==> config.mk <==
export PLATFORM = sky130hd
export DESIGN_NAME = burner_safety_sequencer
export DESIGN_NICKNAME = d
export VERILOG_FILES = /design/src/rtl/burner_safety_pkg.sv /design/src/rtl/burner_safety_sequencer.sv
export SDC_FILE = /design/constraint.sdc
export NUM_CORES = 1
export LEC_CHECK = 0
export BUFFER_PORTS_ARGS = -buffer_cell sky130_fd_sc_hd__buf_4
export CAP_MARGIN = 15
export CELL_PAD_IN_SITES_DETAIL_PLACEMENT = 1
export CELL_PAD_IN_SITES_GLOBAL_PLACEMENT = 1
export CORE_ASPECT_RATIO = 0.6
export CORE_UTILIZATION = 33
export CTS_BUF_LIST = sky130_fd_sc_hd__clkbuf_4 sky130_fd_sc_hd__clkbuf_8
export DETAILED_ROUTE_END_ITERATION = 10
export PLACE_DENSITY = 0.62
export SLEW_MARGIN = 0
export SYNTH_ARGS = -nofsm -noshare
export SYNTH_HDL_FRONTEND = slang
export SYNTH_SLANG_ARGS = --single-unit
==> constraint.sdc <==
create_clock -name sys_clk -period 4.1 [get_ports sys_clk]
set_input_delay 0.205 -clock sys_clk [delete_from_list [all_inputs] [get_ports sys_clk]]
set_output_delay 0.205 -clock sys_clk [all_outputs]
set_load 0.05 [all_outputs]
==> src/rtl/burner_safety_pkg.sv <==
// Package: timing constants, states and carrier structs for the burner safety sequencer
package burner_safety_pkg;

  localparam int unsigned CLK_HZ = 250_000_000;
  // Prescaler gives one tick per 1 ms
  localparam int unsigned TICK_MS = 1;
  localparam int unsigned TICK_CYCLES = (CLK_HZ / 1000) * TICK_MS;
  localparam int unsigned POST_PURGE_S = 30;
  localparam int unsigned AIR_WAIT_MIN = 5;
  localparam int unsigned AIR_LOCK_MIN = 15;
  localparam int unsigned FLAME_LOCK_HOUR = 1;
  localparam int unsigned POST_PURGE_TICKS = POST_PURGE_S * 1000 / TICK_MS;
  localparam int unsigned AIR_WAIT_TICKS = AIR_WAIT_MIN * 60 * 1000 / TICK_MS;
  localparam int unsigned AIR_LOCK_TICKS = AIR_LOCK_MIN * 60 * 1000 / TICK_MS;
  localparam int unsigned FLAME_LOCK_TICKS = FLAME_LOCK_HOUR * 3600 * 1000 / TICK_MS;
  localparam int unsigned RELIGHT_TRIES = 3;
  // Blink half period in ticks
  localparam int unsigned BLINK_TICKS = 500;
  localparam int unsigned TIMER_W = 32;

  typedef enum logic [1:0] {
    LAMP_OFF = 2'h0,
    LAMP_ON = 2'h1,
    LAMP_BLINK = 2'h2
  } lamp_mode_t;

  typedef enum logic [8:0] {
    ST_IDLE = 9'h001,
    ST_LIGHT = 9'h002,
    ST_FIRE = 9'h004,
    ST_PURGE_TRIP = 9'h008,
    ST_PURGE_FLAME = 9'h010,
    ST_PURGE_AIR = 9'h020,
    ST_AIR_WAIT = 9'h040,
    ST_LOCK_FLAME = 9'h080,
    ST_LOCK_AIR = 9'h100
  } seq_state_t;

  typedef struct packed {
    logic heat_call;
    logic service_on;
    logic inducer_temp_ok;
    logic flame_seen;
    logic airflow_ok;
    logic high_limit_ok;
    logic ignition_done;
  } safety_in_t;

  typedef struct packed {
    logic gas_valve;
    logic inducer;
    logic circulator;
    logic lamp_valve;
    logic lamp_flame;
    logic lamp_purge;
    logic light_off_start;
  } actuator_out_t;

endpackage

==> src/rtl/burner_safety_sequencer.sv <==
// Burner safety sequencer: trips, post purge, relight, lockouts and auto reset
`timescale 1ns/1ps
module burner_safety_sequencer
  import burner_safety_pkg::*;
#(
  parameter int unsigned TICK_LEN = TICK_CYCLES,
  parameter int unsigned PURGE_LEN = POST_PURGE_TICKS,
  parameter int unsigned AIR_WAIT_LEN = AIR_WAIT_TICKS,
  parameter int unsigned AIR_LOCK_LEN = AIR_LOCK_TICKS,
  parameter int unsigned FLAME_LOCK_LEN = FLAME_LOCK_TICKS,
  parameter int unsigned BLINK_LEN = BLINK_TICKS,
  parameter int unsigned TRIES = RELIGHT_TRIES
) (
  input wire logic sys_clk,
  input wire logic sys_rst,
  input wire safety_in_t sense,
  output actuator_out_t drive,
  output logic [1:0] lockout_code
);

  // ==========================================================
  // Input synchronisers
  safety_in_t sync_a;
  safety_in_t sync_b;
  always_ff @(posedge sys_clk or posedge sys_rst) begin
    if (sys_rst) begin
      sync_a <= '0;
      sync_b <= '0;
    end else begin
      sync_a <= sense;
      sync_b <= sync_a;
    end
  end

  wire logic enabled = sync_b.heat_call & sync_b.service_on;
  wire logic limits_ok = sync_b.inducer_temp_ok & sync_b.high_limit_ok;

  // Enable edge: removal of call or service clears lockout
  logic enabled_d;
  always_ff @(posedge sys_clk or posedge sys_rst) begin
    if (sys_rst) begin
      enabled_d <= 1'b0;
    end else begin
      enabled_d <= enabled;
    end
  end
  wire logic enable_drop = enabled_d & ~enabled;

  // ==========================================================
  // Prescaler and tick timer
  logic [TIMER_W-1:0] pre_cnt;
  logic [TIMER_W-1:0] timer;
  logic [TIMER_W-1:0] blink_cnt;
  logic blink;
  wire logic tick = (pre_cnt == TIMER_W'(TICK_LEN - 1));
  wire logic [TIMER_W-1:0] next_pre_cnt = tick ? '0 : pre_cnt + 1'b1;

  function automatic logic elapsed(input logic [TIMER_W-1:0] t, input int unsigned len);
    elapsed = (t >= TIMER_W'(len));
  endfunction

  always_ff @(posedge sys_clk or posedge sys_rst) begin
    if (sys_rst) begin
      pre_cnt <= '0;
      blink_cnt <= '0;
      blink <= 1'b0;
    end else begin
      pre_cnt <= next_pre_cnt;
      if (tick) begin
        if (elapsed(blink_cnt, BLINK_LEN - 1)) begin
          blink_cnt <= '0;
          blink <= ~blink;
        end else begin
          blink_cnt <= blink_cnt + 1'b1;
        end
      end
    end
  end

  // ==========================================================
  // Sequencer
  seq_state_t state;
  seq_state_t next_state;
  logic [1:0] tries;
  logic [1:0] next_tries;
  logic flame_proven;
  logic restart_timer;

  wire logic purge_done = elapsed(timer, PURGE_LEN);
  wire logic firing_fault = ~limits_ok | ~sync_b.airflow_ok | ~sync_b.flame_seen;

  always_comb begin
    next_state = state;
    next_tries = tries;
    restart_timer = 1'b0;
    unique case (state)
      ST_IDLE: begin
        next_tries = '0;
        if (enabled && limits_ok) begin
          next_state = ST_LIGHT;
          restart_timer = 1'b1;
        end
      end
      ST_LIGHT: begin
        if (!enabled || !limits_ok) begin
          next_state = ST_PURGE_TRIP;
          restart_timer = 1'b1;
        end else if (sync_b.ignition_done && sync_b.flame_seen) begin
          next_state = ST_FIRE;
          next_tries = '0;
        end else if (sync_b.ignition_done) begin
          next_state = ST_PURGE_FLAME;
          restart_timer = 1'b1;
        end
      end
      ST_FIRE: begin
        if (!enabled || !limits_ok) begin
          next_state = ST_PURGE_TRIP;
          restart_timer = 1'b1;
        end else if (!sync_b.airflow_ok) begin
          next_state = ST_PURGE_AIR;
          restart_timer = 1'b1;
        end else if (!sync_b.flame_seen) begin
          next_state = ST_PURGE_FLAME;
          restart_timer = 1'b1;
        end
      end
      ST_PURGE_TRIP: begin
        if (purge_done) begin
          next_state = ST_IDLE;
        end
      end
      ST_PURGE_FLAME: begin
        if (purge_done) begin
          restart_timer = 1'b1;
          if (!enabled) begin
            next_state = ST_IDLE;
          end else if (tries == 2'(TRIES)) begin
            next_state = ST_LOCK_FLAME;
          end else begin
            next_tries = tries + 2'h1;
            next_state = ST_LIGHT;
          end
        end
      end
      ST_PURGE_AIR: begin
        if (purge_done) begin
          restart_timer = 1'b1;
          next_state = enabled ? ST_AIR_WAIT : ST_IDLE;
        end
      end
      ST_AIR_WAIT: begin
        if (!enabled) begin
          next_state = ST_IDLE;
        end else if (sync_b.airflow_ok && limits_ok) begin
          next_state = ST_LIGHT;
          restart_timer = 1'b1;
        end else if (elapsed(timer, AIR_WAIT_LEN)) begin
          next_state = ST_LOCK_AIR;
          restart_timer = 1'b1;
        end
      end
      ST_LOCK_FLAME: begin
        if (enable_drop || elapsed(timer, FLAME_LOCK_LEN)) begin
          next_state = ST_IDLE;
        end
      end
      ST_LOCK_AIR: begin
        if (enable_drop || elapsed(timer, AIR_LOCK_LEN)) begin
          next_state = ST_IDLE;
        end
      end
      default: begin
        next_state = ST_IDLE;
      end
    endcase
  end

  always_ff @(posedge sys_clk or posedge sys_rst) begin
    if (sys_rst) begin
      state <= ST_IDLE;
      tries <= '0;
      timer <= '0;
      flame_proven <= 1'b0;
    end else begin
      state <= next_state;
      tries <= next_tries;
      if (restart_timer) begin
        timer <= '0;
      end else if (tick && !(&timer)) begin
        timer <= timer + 1'b1;
      end
      flame_proven <= (next_state == ST_FIRE);
    end
  end

  // ==========================================================
  // Output decode
  function automatic logic lamp(input lamp_mode_t m, input logic b);
    lamp = (m == LAMP_ON) | ((m == LAMP_BLINK) & b);
  endfunction

  wire logic in_light = (next_state == ST_LIGHT);
  wire logic in_fire = (next_state == ST_FIRE);
  // Valve is cut the same cycle a fault is seen, on the same edge as the state update
  wire logic fault_now = firing_fault | ~enabled;
  wire logic valve_on = (in_light | in_fire) & ~(in_fire & fault_now);
  wire logic inducer_on = in_light | in_fire | (next_state == ST_PURGE_TRIP) |
                          (next_state == ST_PURGE_FLAME) | (next_state == ST_PURGE_AIR);
  wire lamp_mode_t valve_mode = (next_state == ST_LOCK_FLAME) ? LAMP_BLINK :
                                valve_on ? LAMP_ON : LAMP_OFF;
  wire lamp_mode_t purge_mode = (next_state == ST_LOCK_AIR) ? LAMP_BLINK :
                                (inducer_on & sync_b.airflow_ok & ~in_fire) ? LAMP_ON : LAMP_OFF;
  wire lamp_mode_t flame_mode = (in_fire & valve_on) ? LAMP_ON : LAMP_OFF;
  wire logic [1:0] next_code = (next_state == ST_LOCK_FLAME) ? 2'h1 :
                               (next_state == ST_LOCK_AIR) ? 2'h2 : 2'h0;

  always_ff @(posedge sys_clk or posedge sys_rst) begin
    if (sys_rst) begin
      drive <= '0;
      lockout_code <= '0;
    end else begin
      drive.gas_valve <= valve_on;
      drive.inducer <= inducer_on;
      drive.circulator <= sync_b.heat_call;
      drive.lamp_valve <= lamp(valve_mode, blink);
      drive.lamp_flame <= lamp(flame_mode, blink);
      drive.lamp_purge <= lamp(purge_mode, blink);
      drive.light_off_start <= in_light & (state != ST_LIGHT);
      lockout_code <= next_code;
    end
  end

endmodule

== Word level (Yosys, flattened, before mapping) ==
Index checks and enable logic that the tools add are counted.

* Add/sub/neg operators: 4
* Magnitude comparators: 5
* Equal/unequal tests: 30
* Muxes and demuxes: 48
* Bitwise gates (word level): 29
* Reductions and logical operators: 16

{| class="wikitable"
|+ Operator list
! kind !! number
|-
| two-way mux 9 bit || 15
|-
| two-way mux 32 bit || 4
|-
| adder 32 x 1 -> 32 bit (second input constant) || 3
|-
| one-hot mux 9 bit (9 select lines) || 1
|-
| == test 32 x 18 -> 1 bit (second input constant) || 1
|-
| greater-or-equal comparator 32 x 15 -> 1 bit (second input constant) || 1
|-
| greater-or-equal comparator 32 x 19 -> 1 bit (second input constant) || 1
|-
| greater-or-equal comparator 32 x 20 -> 1 bit (second input constant) || 1
|-
| greater-or-equal comparator 32 x 22 -> 1 bit (second input constant) || 1
|-
| greater-or-equal comparator 32 x 9 -> 1 bit (second input constant) || 1
|-
| AND reduction 32 bit || 1
|-
| == test 9 x 2 -> 1 bit (second input constant) || 2
|-
| == test 9 x 3 -> 1 bit (second input constant) || 2
|-
| == test 9 x 4 -> 1 bit (second input constant) || 2
|-
| == test 9 x 5 -> 1 bit (second input constant) || 2
|-
| == test 9 x 6 -> 1 bit (second input constant) || 2
|-
| == test 9 x 8 -> 1 bit (second input constant) || 2
|-
| == test 9 bit (second input constant) || 2
|-
| two-way mux 2 bit || 9
|-
| two-way mux 8 bit || 2
|-
| two-way mux 1 bit || 14
|-
| AND 1 bit || 12
|-
| != test 2 bit (second input constant) || 5
|-
| OR 1 bit || 10
|-
| 20 further kinds || 36
|}

* Bits in registers: 132
* Output and inout bits: 9

== Depth between registers and ports, before layout ==
Gate-level depths: netlist (run 1).

* Depth in word-level cells: 18
* Gate-level depth with buffers: 9
* Gate-level depth less buffers: 7

== Least setup slack after synthesis (run 1) ==
No wires, ideal clock.

* Kind: register -> register
* From: register timer[28]
* To: register state[3]
* Library setup time: 0.066 ns
* Arrival time: 2.317 ns
* Path slack: 1.717 ns
* Cell stages (with the launch flop): 6
* Buffers on the path: 0
* Clock period less this slack: 2.383 ns
* Cell sequence: dfrtp_1 or4_4 or4_4 or4_1 nand4_2 a22o_1

* Longest elaborated chain between the ends: 5
* Elaborated cells on any way between the ends: 15
* Those cells by class: order compare (4); mux (9); reduce/logical (2)

{| class="wikitable"
|+ Ends and longest elaborated chain
! element !! RTL line !! RTL
|-
| from (decl) || burner_safety_sequencer.sv:52 || <nowiki>logic [TIMER_W-1:0] timer;</nowiki>
|-
| from (signal assigned) || burner_safety_sequencer.sv:191 || <nowiki>timer <= timer + 1'b1;</nowiki>
|-
| greater-or-equal comparator 32 x 19 -> 1 bit || burner_safety_sequencer.sv:59 || <nowiki>elapsed = (t >= TIMER_W'(len));</nowiki>
|-
| two-way mux 9 bit || burner_safety_sequencer.sv:158 || <nowiki>end else if (elapsed(timer, AIR_WAIT_LEN)) begin</nowiki>
|-
| two-way mux 9 bit || burner_safety_sequencer.sv:155 || <nowiki>end else if (sync_b.airflow_ok && limits_ok) begin</nowiki>
|-
| two-way mux 9 bit || burner_safety_sequencer.sv:153 || <nowiki>if (!enabled) begin</nowiki>
|-
| one-hot mux 9 bit (9 select lines) (*) || burner_safety_sequencer.sv:96 || <nowiki>unique case (state)</nowiki>
|-
| named net next_state[3] || burner_safety_sequencer.sv:83 || <nowiki>seq_state_t next_state;</nowiki>
|-
| to (signal assigned) || burner_safety_sequencer.sv:186 || <nowiki>state <= next_state;</nowiki>
|-
| to (decl) || burner_safety_sequencer.sv:82 || <nowiki>seq_state_t state;</nowiki>
|}

Mark *: on every way through the listed nets, which the timed path passes. The rest lies on a longest branch.
A chain may end at the register's enable or synchronous reset.

== Worst setup path after layout (run 1) ==
* From: register state[5]
* To: register timer[28]

* Longest elaborated chain between the ends: 4
* Elaborated cells on any way between the ends: 10
* Those cells by class: eq/ne (6); mux (2); reduce/logical (2)

{| class="wikitable"
|+ Ends and longest elaborated chain
! element !! RTL line
|-
| == test 9 x 6 -> 1 bit or == test 9 x 5 -> 1 bit (tied branches) || burner_safety_sequencer.sv:96
|-
| OR reduction 2 bit (no source line) || n/a
|-
| one-hot mux 1 bit (5 select lines) (*) || burner_safety_sequencer.sv:96
|-
| two-way mux 32 bit or nonzero test 2 bit (tied branches) || n/a
|}

Every way passes the cells marked *; elsewhere a longest branch is shown, timed or not.

==> flow_summary.json, run 1 <==
{
  "status": "finished, violations left",
  "violations": "negative hold slack",
  "post-route-min-period_ps": 3070,
  "syn_inst": 672,
  "p_switching_mw": 0.598,
  "path_class": "reg -> reg",
  "initial_core_util": 0.341,
  "cp.depth": 6,
  "slew_headroom": 0.319,
  "max_stage_delay_ps": 720,
  "max_freq_mhz": 325,
  "route.detailed.drc": 0,
  "synth_commonest_cells": "131 x dfrtp_1, 89 x nor2_1, 53 x nand2_1",
  "ys_warn_count": 0,
  "finalWeightedCongestion": 0.842,
  "antenna_cells": 0,
  "crit_start": "state[5]$_DFF_PP0_",
  "root_buffer": "clkbuf_8",
  "drt-initial-drc-count": 253,
  "synth_top_family_by_area": "simple AND/OR/NAND/NOR gates",
  "irDropWorstVdd_mv": 0.187,
  "dp_hpwl_mm": 12.1,
  "yosys.area.top_type": "dfrtp_1",
  "area_growth_pct": 13.5,
  "final-setup-viol-count": 0,
  "yosys.area_share.xor_xnor": 0.0797,
  "netlist_top_cells_area": "dfrtp_1 50%, xor2_1 5.3%, nor2_1 5.1%, nand2_1 3.0%, nand3_1 3.0%",
  "cts_sinks": 132,
  "cts_max_level": 4,
  "r2r-end": "timer[28]$_DFFE_PP0P_",
  "die_x_um": 185,
  "finalWirelength_mm": 17.3,
  "rsz0062_at_grt": "false",
  "syn-cell-area_um2": 6600,
  "final_cell_count_no_fill": 970,
  "via_per_inst": 5.33,
  "vias": 5174,
  "synthFlopType": "dfrtp_1",
  "track_usage": 0.183,
  "p_clk_frac": 0.472,
  "synth_edf_count": 0,
  "fin_crit_sh": 0.750,
  "pwr-share-comb": 0.025,
  "reg2reg_from": "state[5]$_DFF_PP0_",
  "arrival_ps": 3380,
  "rows": 39,
  "grt_pass1_wl_mm": 29.4,
  "crit_family": "simple AND/OR/NAND/NOR gates",
  "rrSetupSlack_ps": 1030,
  "fin_nets": 706,
  "hold_viol_final": 1,
  "synth.area.mux_share": 0.00474,
  "endpoint_kind": "flip-flop",
  "synth-compound-area-share": 0.0956,
  "cp_max_fo": 32,
  "final_antenna_net_count": 0,
  "antenna_found_initial": 0,
  "overflow": 0,
  "timing.critical_path.cells": "nor3_1 -> nand2_1 -> nor3_1 -> o21ai_0 -> nand4_4 -> nor2_1",
  "rr_worst_depth": 6,
  "final_layout_size_suffix_gt1_frac": 0.108,
  "swShare": 0.228,
  "p_leak_nw": 3.38,
  "synth-seq-cells": 132,
  "post-route-util": 0.388,
  "core_area_um2": 19300,
  "critPathSlowestCell": "nor3_1",
  "synth_nets": 686,
  "syn_area_per_cell_um2": 9.82,
  "cts_tree": "done",
  "cts_buffer_depth": 2,
  "critPathBufInv": 0,
  "post_synth_num_cell_types": 70,
  "path_clk_slew_ps": 80,
  "ios": 18,
  "cts_buffers": 17,
  "p_seq_frac": 0.503,
  "yosys.area_share.simple": 0.283,
  "layout_setup_ws_ps": 1030,
  "die_h_um": 112,
  "skew_ps": 13.8,
  "holdCritPathClass": "in -> async",
  "wl_per_cell_um": 17.9,
  "synth_most_common_cell": "dfrtp_1",
  "async_flop_share": 1.00,
  "finalHoldWorstSlack_ps": -0.520,
  "io_buffers": 17,
  "worst_ep_required_time_ps": 4410,
  "total_power_mw": 2.62,
  "die-area_um2": 20600,
  "grt_max_degree": 81,
  "powerDensity_nw_per_um2": 350,
  "internal_power_mw": 2.02,
  "synthAdderAreaFrac": 0.00948,
  "startpoint_type": "flip-flop",
  "first_pass_iters": 4,
  "grt_pass1_vias": 5457,
  "slew_viol_final": 0,
  "worstMarginPinSlew_ps": 1020,
  "postCtsSetupBuffers": 0,
  "clkLatencyLatePin_ps": 450,
  "cts_resized": 0,
  "drv_cap": 0,
  "pre_cts_slack_ps": 1190,
  "synth_top_area_share": 0.497,
  "yosysSeqAreaShare": 0.501,
  "nFillCells": 2219,
  "cpMostUsedCell": "nor3_1",
  "finalSetupTns_ps": 0,
  "dpl.cell_count": 931
}
==> registers in the layout, summed over array words and instances (netlist names) <==
signal	count
blink	1
blink_cnt	32
drive	7
enabled_d	1
lockout_code	2
pre_cnt	32
state	9
sync_a	7
sync_b	7
timer	32
tries	2
==> stage by stage <==
stage	hold WS, ps	area [um2]
global route	56.5	7490
detailed placement	315	6970
global placement	316	6970
finish	-0.520	7490
floorplan	236	6600
CTS	30.3	7480
==> kinds of logic after synthesis <==
kind of cell,after synthesis
xor+xnor,60
flops,132
buf+inv,39
compound gates,89
simple gates,344
mux,3
fa+ha+maj,5
==> power by group through the flow <==
stage | registers, mW | logic, mW | clock network [mW]
final | 1.32 | 0.0659 | 1.24
after global routing | 1.32 | 0.0746 | 1.34
after CTS | 1.32 | 0.0692 | 1.28
after detailed placement | 1.34 | 0.0637 | 0
after global placement | 1.34 | 0.0612 | 0
after floorplan | 1.35 | 0.0333 | 0
==> cell usage in the layout (no fill, tap or decap), types with 3 or more instances in the layout <==
| cell type | n |
|---|---|
| nor4_1 | 17 |
| clkbuf_8 | 19 |
| nor3_1 | 16 |
| clkinvlp_4 | 3 |
| inv_1 | 10 |
| a41oi_1 | 7 |
| and3_1 | 26 |
| and2_1 | 9 |
| buf_4 | 20 |
| dfrtp_1 | 131 |
| and4_1 | 10 |
| dlygate4sd3_1 | 7 |
| or3_1 | 11 |
| a21oi_1 | 17 |
| nor2_2 | 3 |
| bufinv_16 | 4 |
| a31oi_1 | 8 |
| o21ai_0 | 21 |
| ha_1 | 5 |
| xnor2_1 | 20 |
| a21boi_0 | 3 |
| nor2_1 | 88 |
| a22o_1 | 3 |
| nor4b_1 | 6 |
| nand2_1 | 53 |
| nand3_1 | 39 |
| or4_4 | 3 |
| nand4_1 | 27 |
| nand2b_1 | 8 |
| a21oi_2 | 5 |
| xor2_1 | 40 |
| a211o_1 | 3 |
| or4_1 | 5 |
==> metal layers <==
metal  GRT usage  vias up  routed length, um
li1            -     2470                  -
met1       0.274     2627               9280
met2       0.256       66               7280
met3      0.0465       11                609
met4      0.0567        0                153
met5           0        -                  0
==> how the worst max path moves through the flow <==
stage | end | slack, ps
after CTS | timer[28]$_DFFE_PP0P_ | 1160
after global placement | timer[10]$_DFFE_PP0P_ | 1280
after floorplan | blink$_DFFE_PP0P_ | 370
after global routing | timer[13]$_DFFE_PP0P_ | 830
final | timer[28]$_DFFE_PP0P_ | 1030
after detailed placement | timer[31]$_DFFE_PP0P_ | 1190
==> cell type report <==
class / instances / area, um2 / area share
Tap cell: 266 / 333 / 0.0444
Clock inverter: 12 / 179 / 0.0239
Multi-Input combinational cell: 501 / 3120 / 0.417
Inverter: 11 / 43.8 / 0.00585
Timing Repair Buffer: 29 / 245 / 0.0327
Clock buffer: 19 / 262 / 0.0349
Sequential cell: 132 / 3300 / 0.441
==> timing repair <==
item                                    CTS  global route
endpoints found under the setup margin    0             0
endpoints found under the hold margin     7             0
hold buffers                              7             0
(Power assumes the default switching activity.)
==> inputs of run 2 (changes only) <==
--- a/config.mk
+++ b/config.mk
@@ -5,6 +5,7 @@
 export SDC_FILE = /design/constraint.sdc
 export NUM_CORES = 1
 export LEC_CHECK = 0
+export ABC_AREA = 1
 export BUFFER_PORTS_ARGS = -buffer_cell sky130_fd_sc_hd__buf_4
 export CAP_MARGIN = 15
 export CELL_PAD_IN_SITES_DETAIL_PLACEMENT = 1
@@ -13,7 +14,7 @@
 export CORE_UTILIZATION = 33
 export CTS_BUF_LIST = sky130_fd_sc_hd__clkbuf_4 sky130_fd_sc_hd__clkbuf_8
 export DETAILED_ROUTE_END_ITERATION = 10
-export PLACE_DENSITY = 0.62
+export PLACE_DENSITY = 0.66
 export SLEW_MARGIN = 0
 export SYNTH_ARGS = -nofsm -noshare
 export SYNTH_HDL_FRONTEND = slang
==> constraint.sdc (replaced) <==
create_clock -name sys_clk -period 2.55 [get_ports sys_clk]
set_input_delay 0.1275 -clock sys_clk [delete_from_list [all_inputs] [get_ports sys_clk]]
set_output_delay 0.1275 -clock sys_clk [all_outputs]
set_load 0.05 [all_outputs]
==> run 2 against run 1 <==
Against the previous run: register-to-register slack got worse by 790 ps; final cell count rose by 35%; final area rose by 14%; the run now ends clean; maximum frequency rose by 33%; core utilization barely moved; sequential share of layout area fell by 5.6 points; power rose by 69%; critical path depth rose by 5; die area rose by 13%; hold slack improved by 310 ps; synthesized cell count rose by 40%; clock-buffer cell count rose by 4.
==> flow_summary.json, run 2 <==
{
  "status": "complete, no violations",
  "drv_cap": 0,
  "initial_core_util": 0.337,
  "rows": 42,
  "final_layout_size_suffix_gt1_frac": 0.145,
  "antenna_found_initial": 0,
  "yosysSeqAreaShare": 0.443,
  "nFillCells": 2727,
  "hold_viol_final": 0,
  "finalWirelength_mm": 22.1,
  "fin_nets": 1008,
  "slew_headroom": 0.546,
  "synth_most_common_cell": "nand2_1",
  "finalWeightedCongestion": 0.923,
  "final_antenna_net_count": 0,
  "synth-seq-cells": 132,
  "root_buffer": "clkbuf_8",
  "die_x_um": 196,
  "grt_pass1_vias": 6539,
  "mostFrequentLayoutCells": "174 x nand2_1, 143 x inv_1, 131 x dfrtp_1, 105 x nor2_1, 58 x nand3_1",
  "endpoint_kind": "flip-flop",
  "powerDensity_nw_per_um2": 516,
  "path_clk_slew_ps": 80,
  "worst_ep_required_time_ps": 2960,
  "cts_buffers": 17,
  "yosys.area.top_type": "dfrtp_1",
  "synth_edf_count": 0,
  "dpl.cell_count": 1273,
  "syn_area_per_cell_um2": 7.91,
  "worstMarginPinSlew_ps": 679,
  "track_usage": 0.209,
  "synth_nets": 958,
  "die-area_um2": 23200,
  "route.detailed.drc": 0,
  "irDropWorstVdd_mv": 0.343,
  "synth_commonest_cells": "174 x nand2_1, 144 x inv_1, 131 x dfrtp_1",
  "area_growth_pct": 14.8,
  "drt-initial-drc-count": 510,
  "largestRegisters": "blink_cnt x32, pre_cnt x32, timer x32",
  "fin_crit_sh": 0.906,
  "final-setup-viol-count": 0,
  "ios": 18,
  "netlist_top_cells_area": "dfrtp_1 44%, nand2_1 8.8%, inv_1 7.2%, nor2_1 5.4%, nand3_1 3.9%",
  "via_per_inst": 4.98,
  "total_power_mw": 4.42,
  "skew_ps": 19.7,
  "dp_hpwl_mm": 17.4,
  "path_class": "reg -> reg",
  "cts_sinks": 132,
  "max_stage_delay_ps": 470,
  "timing.critical_path.cells": "nor2_1 -> nand2_1 -> nor2_2 -> nand2_1 -> nor2_1 -> nand2_2 -> o31ai_1 -> inv_1 -> nand4_1 -> nand2_1 -> nand2_1",
  "clkLatencyLatePin_ps": 490,
  "ys_warn_count": 0,
  "rsz0062_at_grt": "false",
  "critPathSlowestCell": "o31ai_1",
  "holdCritPathClass": "in -> reg",
  "cts_max_level": 4,
  "vias": 6542,
  "postLayoutCellArea_um2": 8570,
  "antenna_cells": 0,
  "register_area_um2": 3300,
  "overflow": 0,
  "layout_commonest_cell": "nand2_1",
  "wl_per_cell_um": 16.8,
  "startpoint_type": "flip-flop",
  "first_pass_iters": 5,
  "synth_top_area_share": 0.439,
  "max_freq_mhz": 433,
  "post_synth_num_cell_types": 48,
  "whs_path_depth": 2,
  "die_h_um": 118,
  "syn_inst": 944,
  "finalSetupTns_ps": 0,
  "synthFlopType": "dfrtp_1",
  "cts_tree": "done",
  "cts_buffer_depth": 2,
  "p_leak_nw": 3.99,
  "io_buffers": 17,
  "syn-cell-area_um2": 7460,
  "cpMostUsedCell": "nand2_1",
  "grt_pass1_wl_mm": 37.2,
  "post-route-min-period_ps": 2310,
  "place_area_um2": 8050,
  "final_cell_count_no_fill": 1314,
  "finalHoldWorstSlack_ps": 305,
  "multi_input_area_um2": 3450,
  "core_area_um2": 22100,
  "grt_max_degree": 41,
  "cp_max_fo": 5,
  "arrival_ps": 2720,
  "async_flop_share": 1.00,
  "rr_worst_depth": 11,
  "slew_viol_final": 0
}
## run 2: changes by cell type in the layout (fill, tap and decap cells not counted), sizes merged, moves of 12 or more
cell,before,now
and3,26,2
buf,21,40
inv,12,153
nand2,53,187
nand3,39,63
nor2,91,132
nor3,17,53
o21ai,22,45
o31ai,1,19
xnor2,20,8
## run 2: what timing repair did
action	4_1_cts	5_1_grt
hold buffers	8	0
resized for setup	0	2
hold endpoints to repair	32	0
buffers inserted	0	2
endpoints found under the setup margin	0	3
## run 2: final cells by class
type / instances / share of cell area
Sequential cell: 132 / 0.386
Tap cell: 308 / 0.0450
Clock buffer: 23 / 0.0348
Clock inverter: 8 / 0.0145
Multi-Input combinational cell: 640 / 0.402
Timing Repair Buffer: 48 / 0.0488
Inverter: 155 / 0.0689
## run 2: cell families (layout without fill, tap and decap cells)
| kind of cell | count (synthesis) | in the layout | synth area share |
|---|---|---|---|
| and+or+nand+nor | 501 | 501 | 0.326 |
| buffers and inverters | 172 | 234 | 0.0971 |
| DFF | 132 | 132 | 0.443 |
| AOI/OAI and AO/OA | 96 | 96 | 0.0813 |
| xor gates and xnor gates | 38 | 38 | 0.0446 |
| adders and majority gates | 5 | 5 | 0.00838 |
## run 2: path summary, 6_finish.rpt
check,startpoint,endpoint,slack [ps]
max in group asynchronous,sys_rst,state[0]$_DFF_PP1_,1560
worst max register to register,timer[28]$_DFFE_PP0P_,drive[1]$_DFF_PP0_,240
min in group asynchronous,sys_rst,timer[17]$_DFFE_PP0P_,310
worst max-delay path,timer[28]$_DFFE_PP0P_,drive[1]$_DFF_PP0_,240
worst min register to register,sync_a[6]$_DFF_PP0_,sync_b[6]$_DFF_PP0_,350
worst min-delay path,sense[2],sync_a[2]$_DFF_PP0_,300
## run 2: through the flow
| stage | setup WS, ps | util |
|---|---|---|
| final | 239 | 0.387 |
| after global placement | 251 | 0.364 |
| after global routing | 22.1 | 0.387 |
| after detailed placement | 173 | 0.364 |
| after CTS | 146 | 0.386 |
| after floorplan | 726 | - |
## run 2: worst max-delay path, delay by kind of cell (launching register included)
kind,cells,cell delay (ps)
buf+inv,1,100
simple gates,9,1220
compound gates,1,470
flops,1,440
## run 2: per-layer routing
metal  track usage  vias up  share of wire
met1         0.346     3195           0.57
met3        0.0505       18          0.054
met4        0.0508        0         0.0098
met5             0        -              0
met2         0.260      139           0.37
li1              -     3190              -
## run 2: report_power, final
group	internal [mW]	switching [mW]
clock	1.07	0.847
combinational	0.106	0.249
sequential	2.13	0.0196
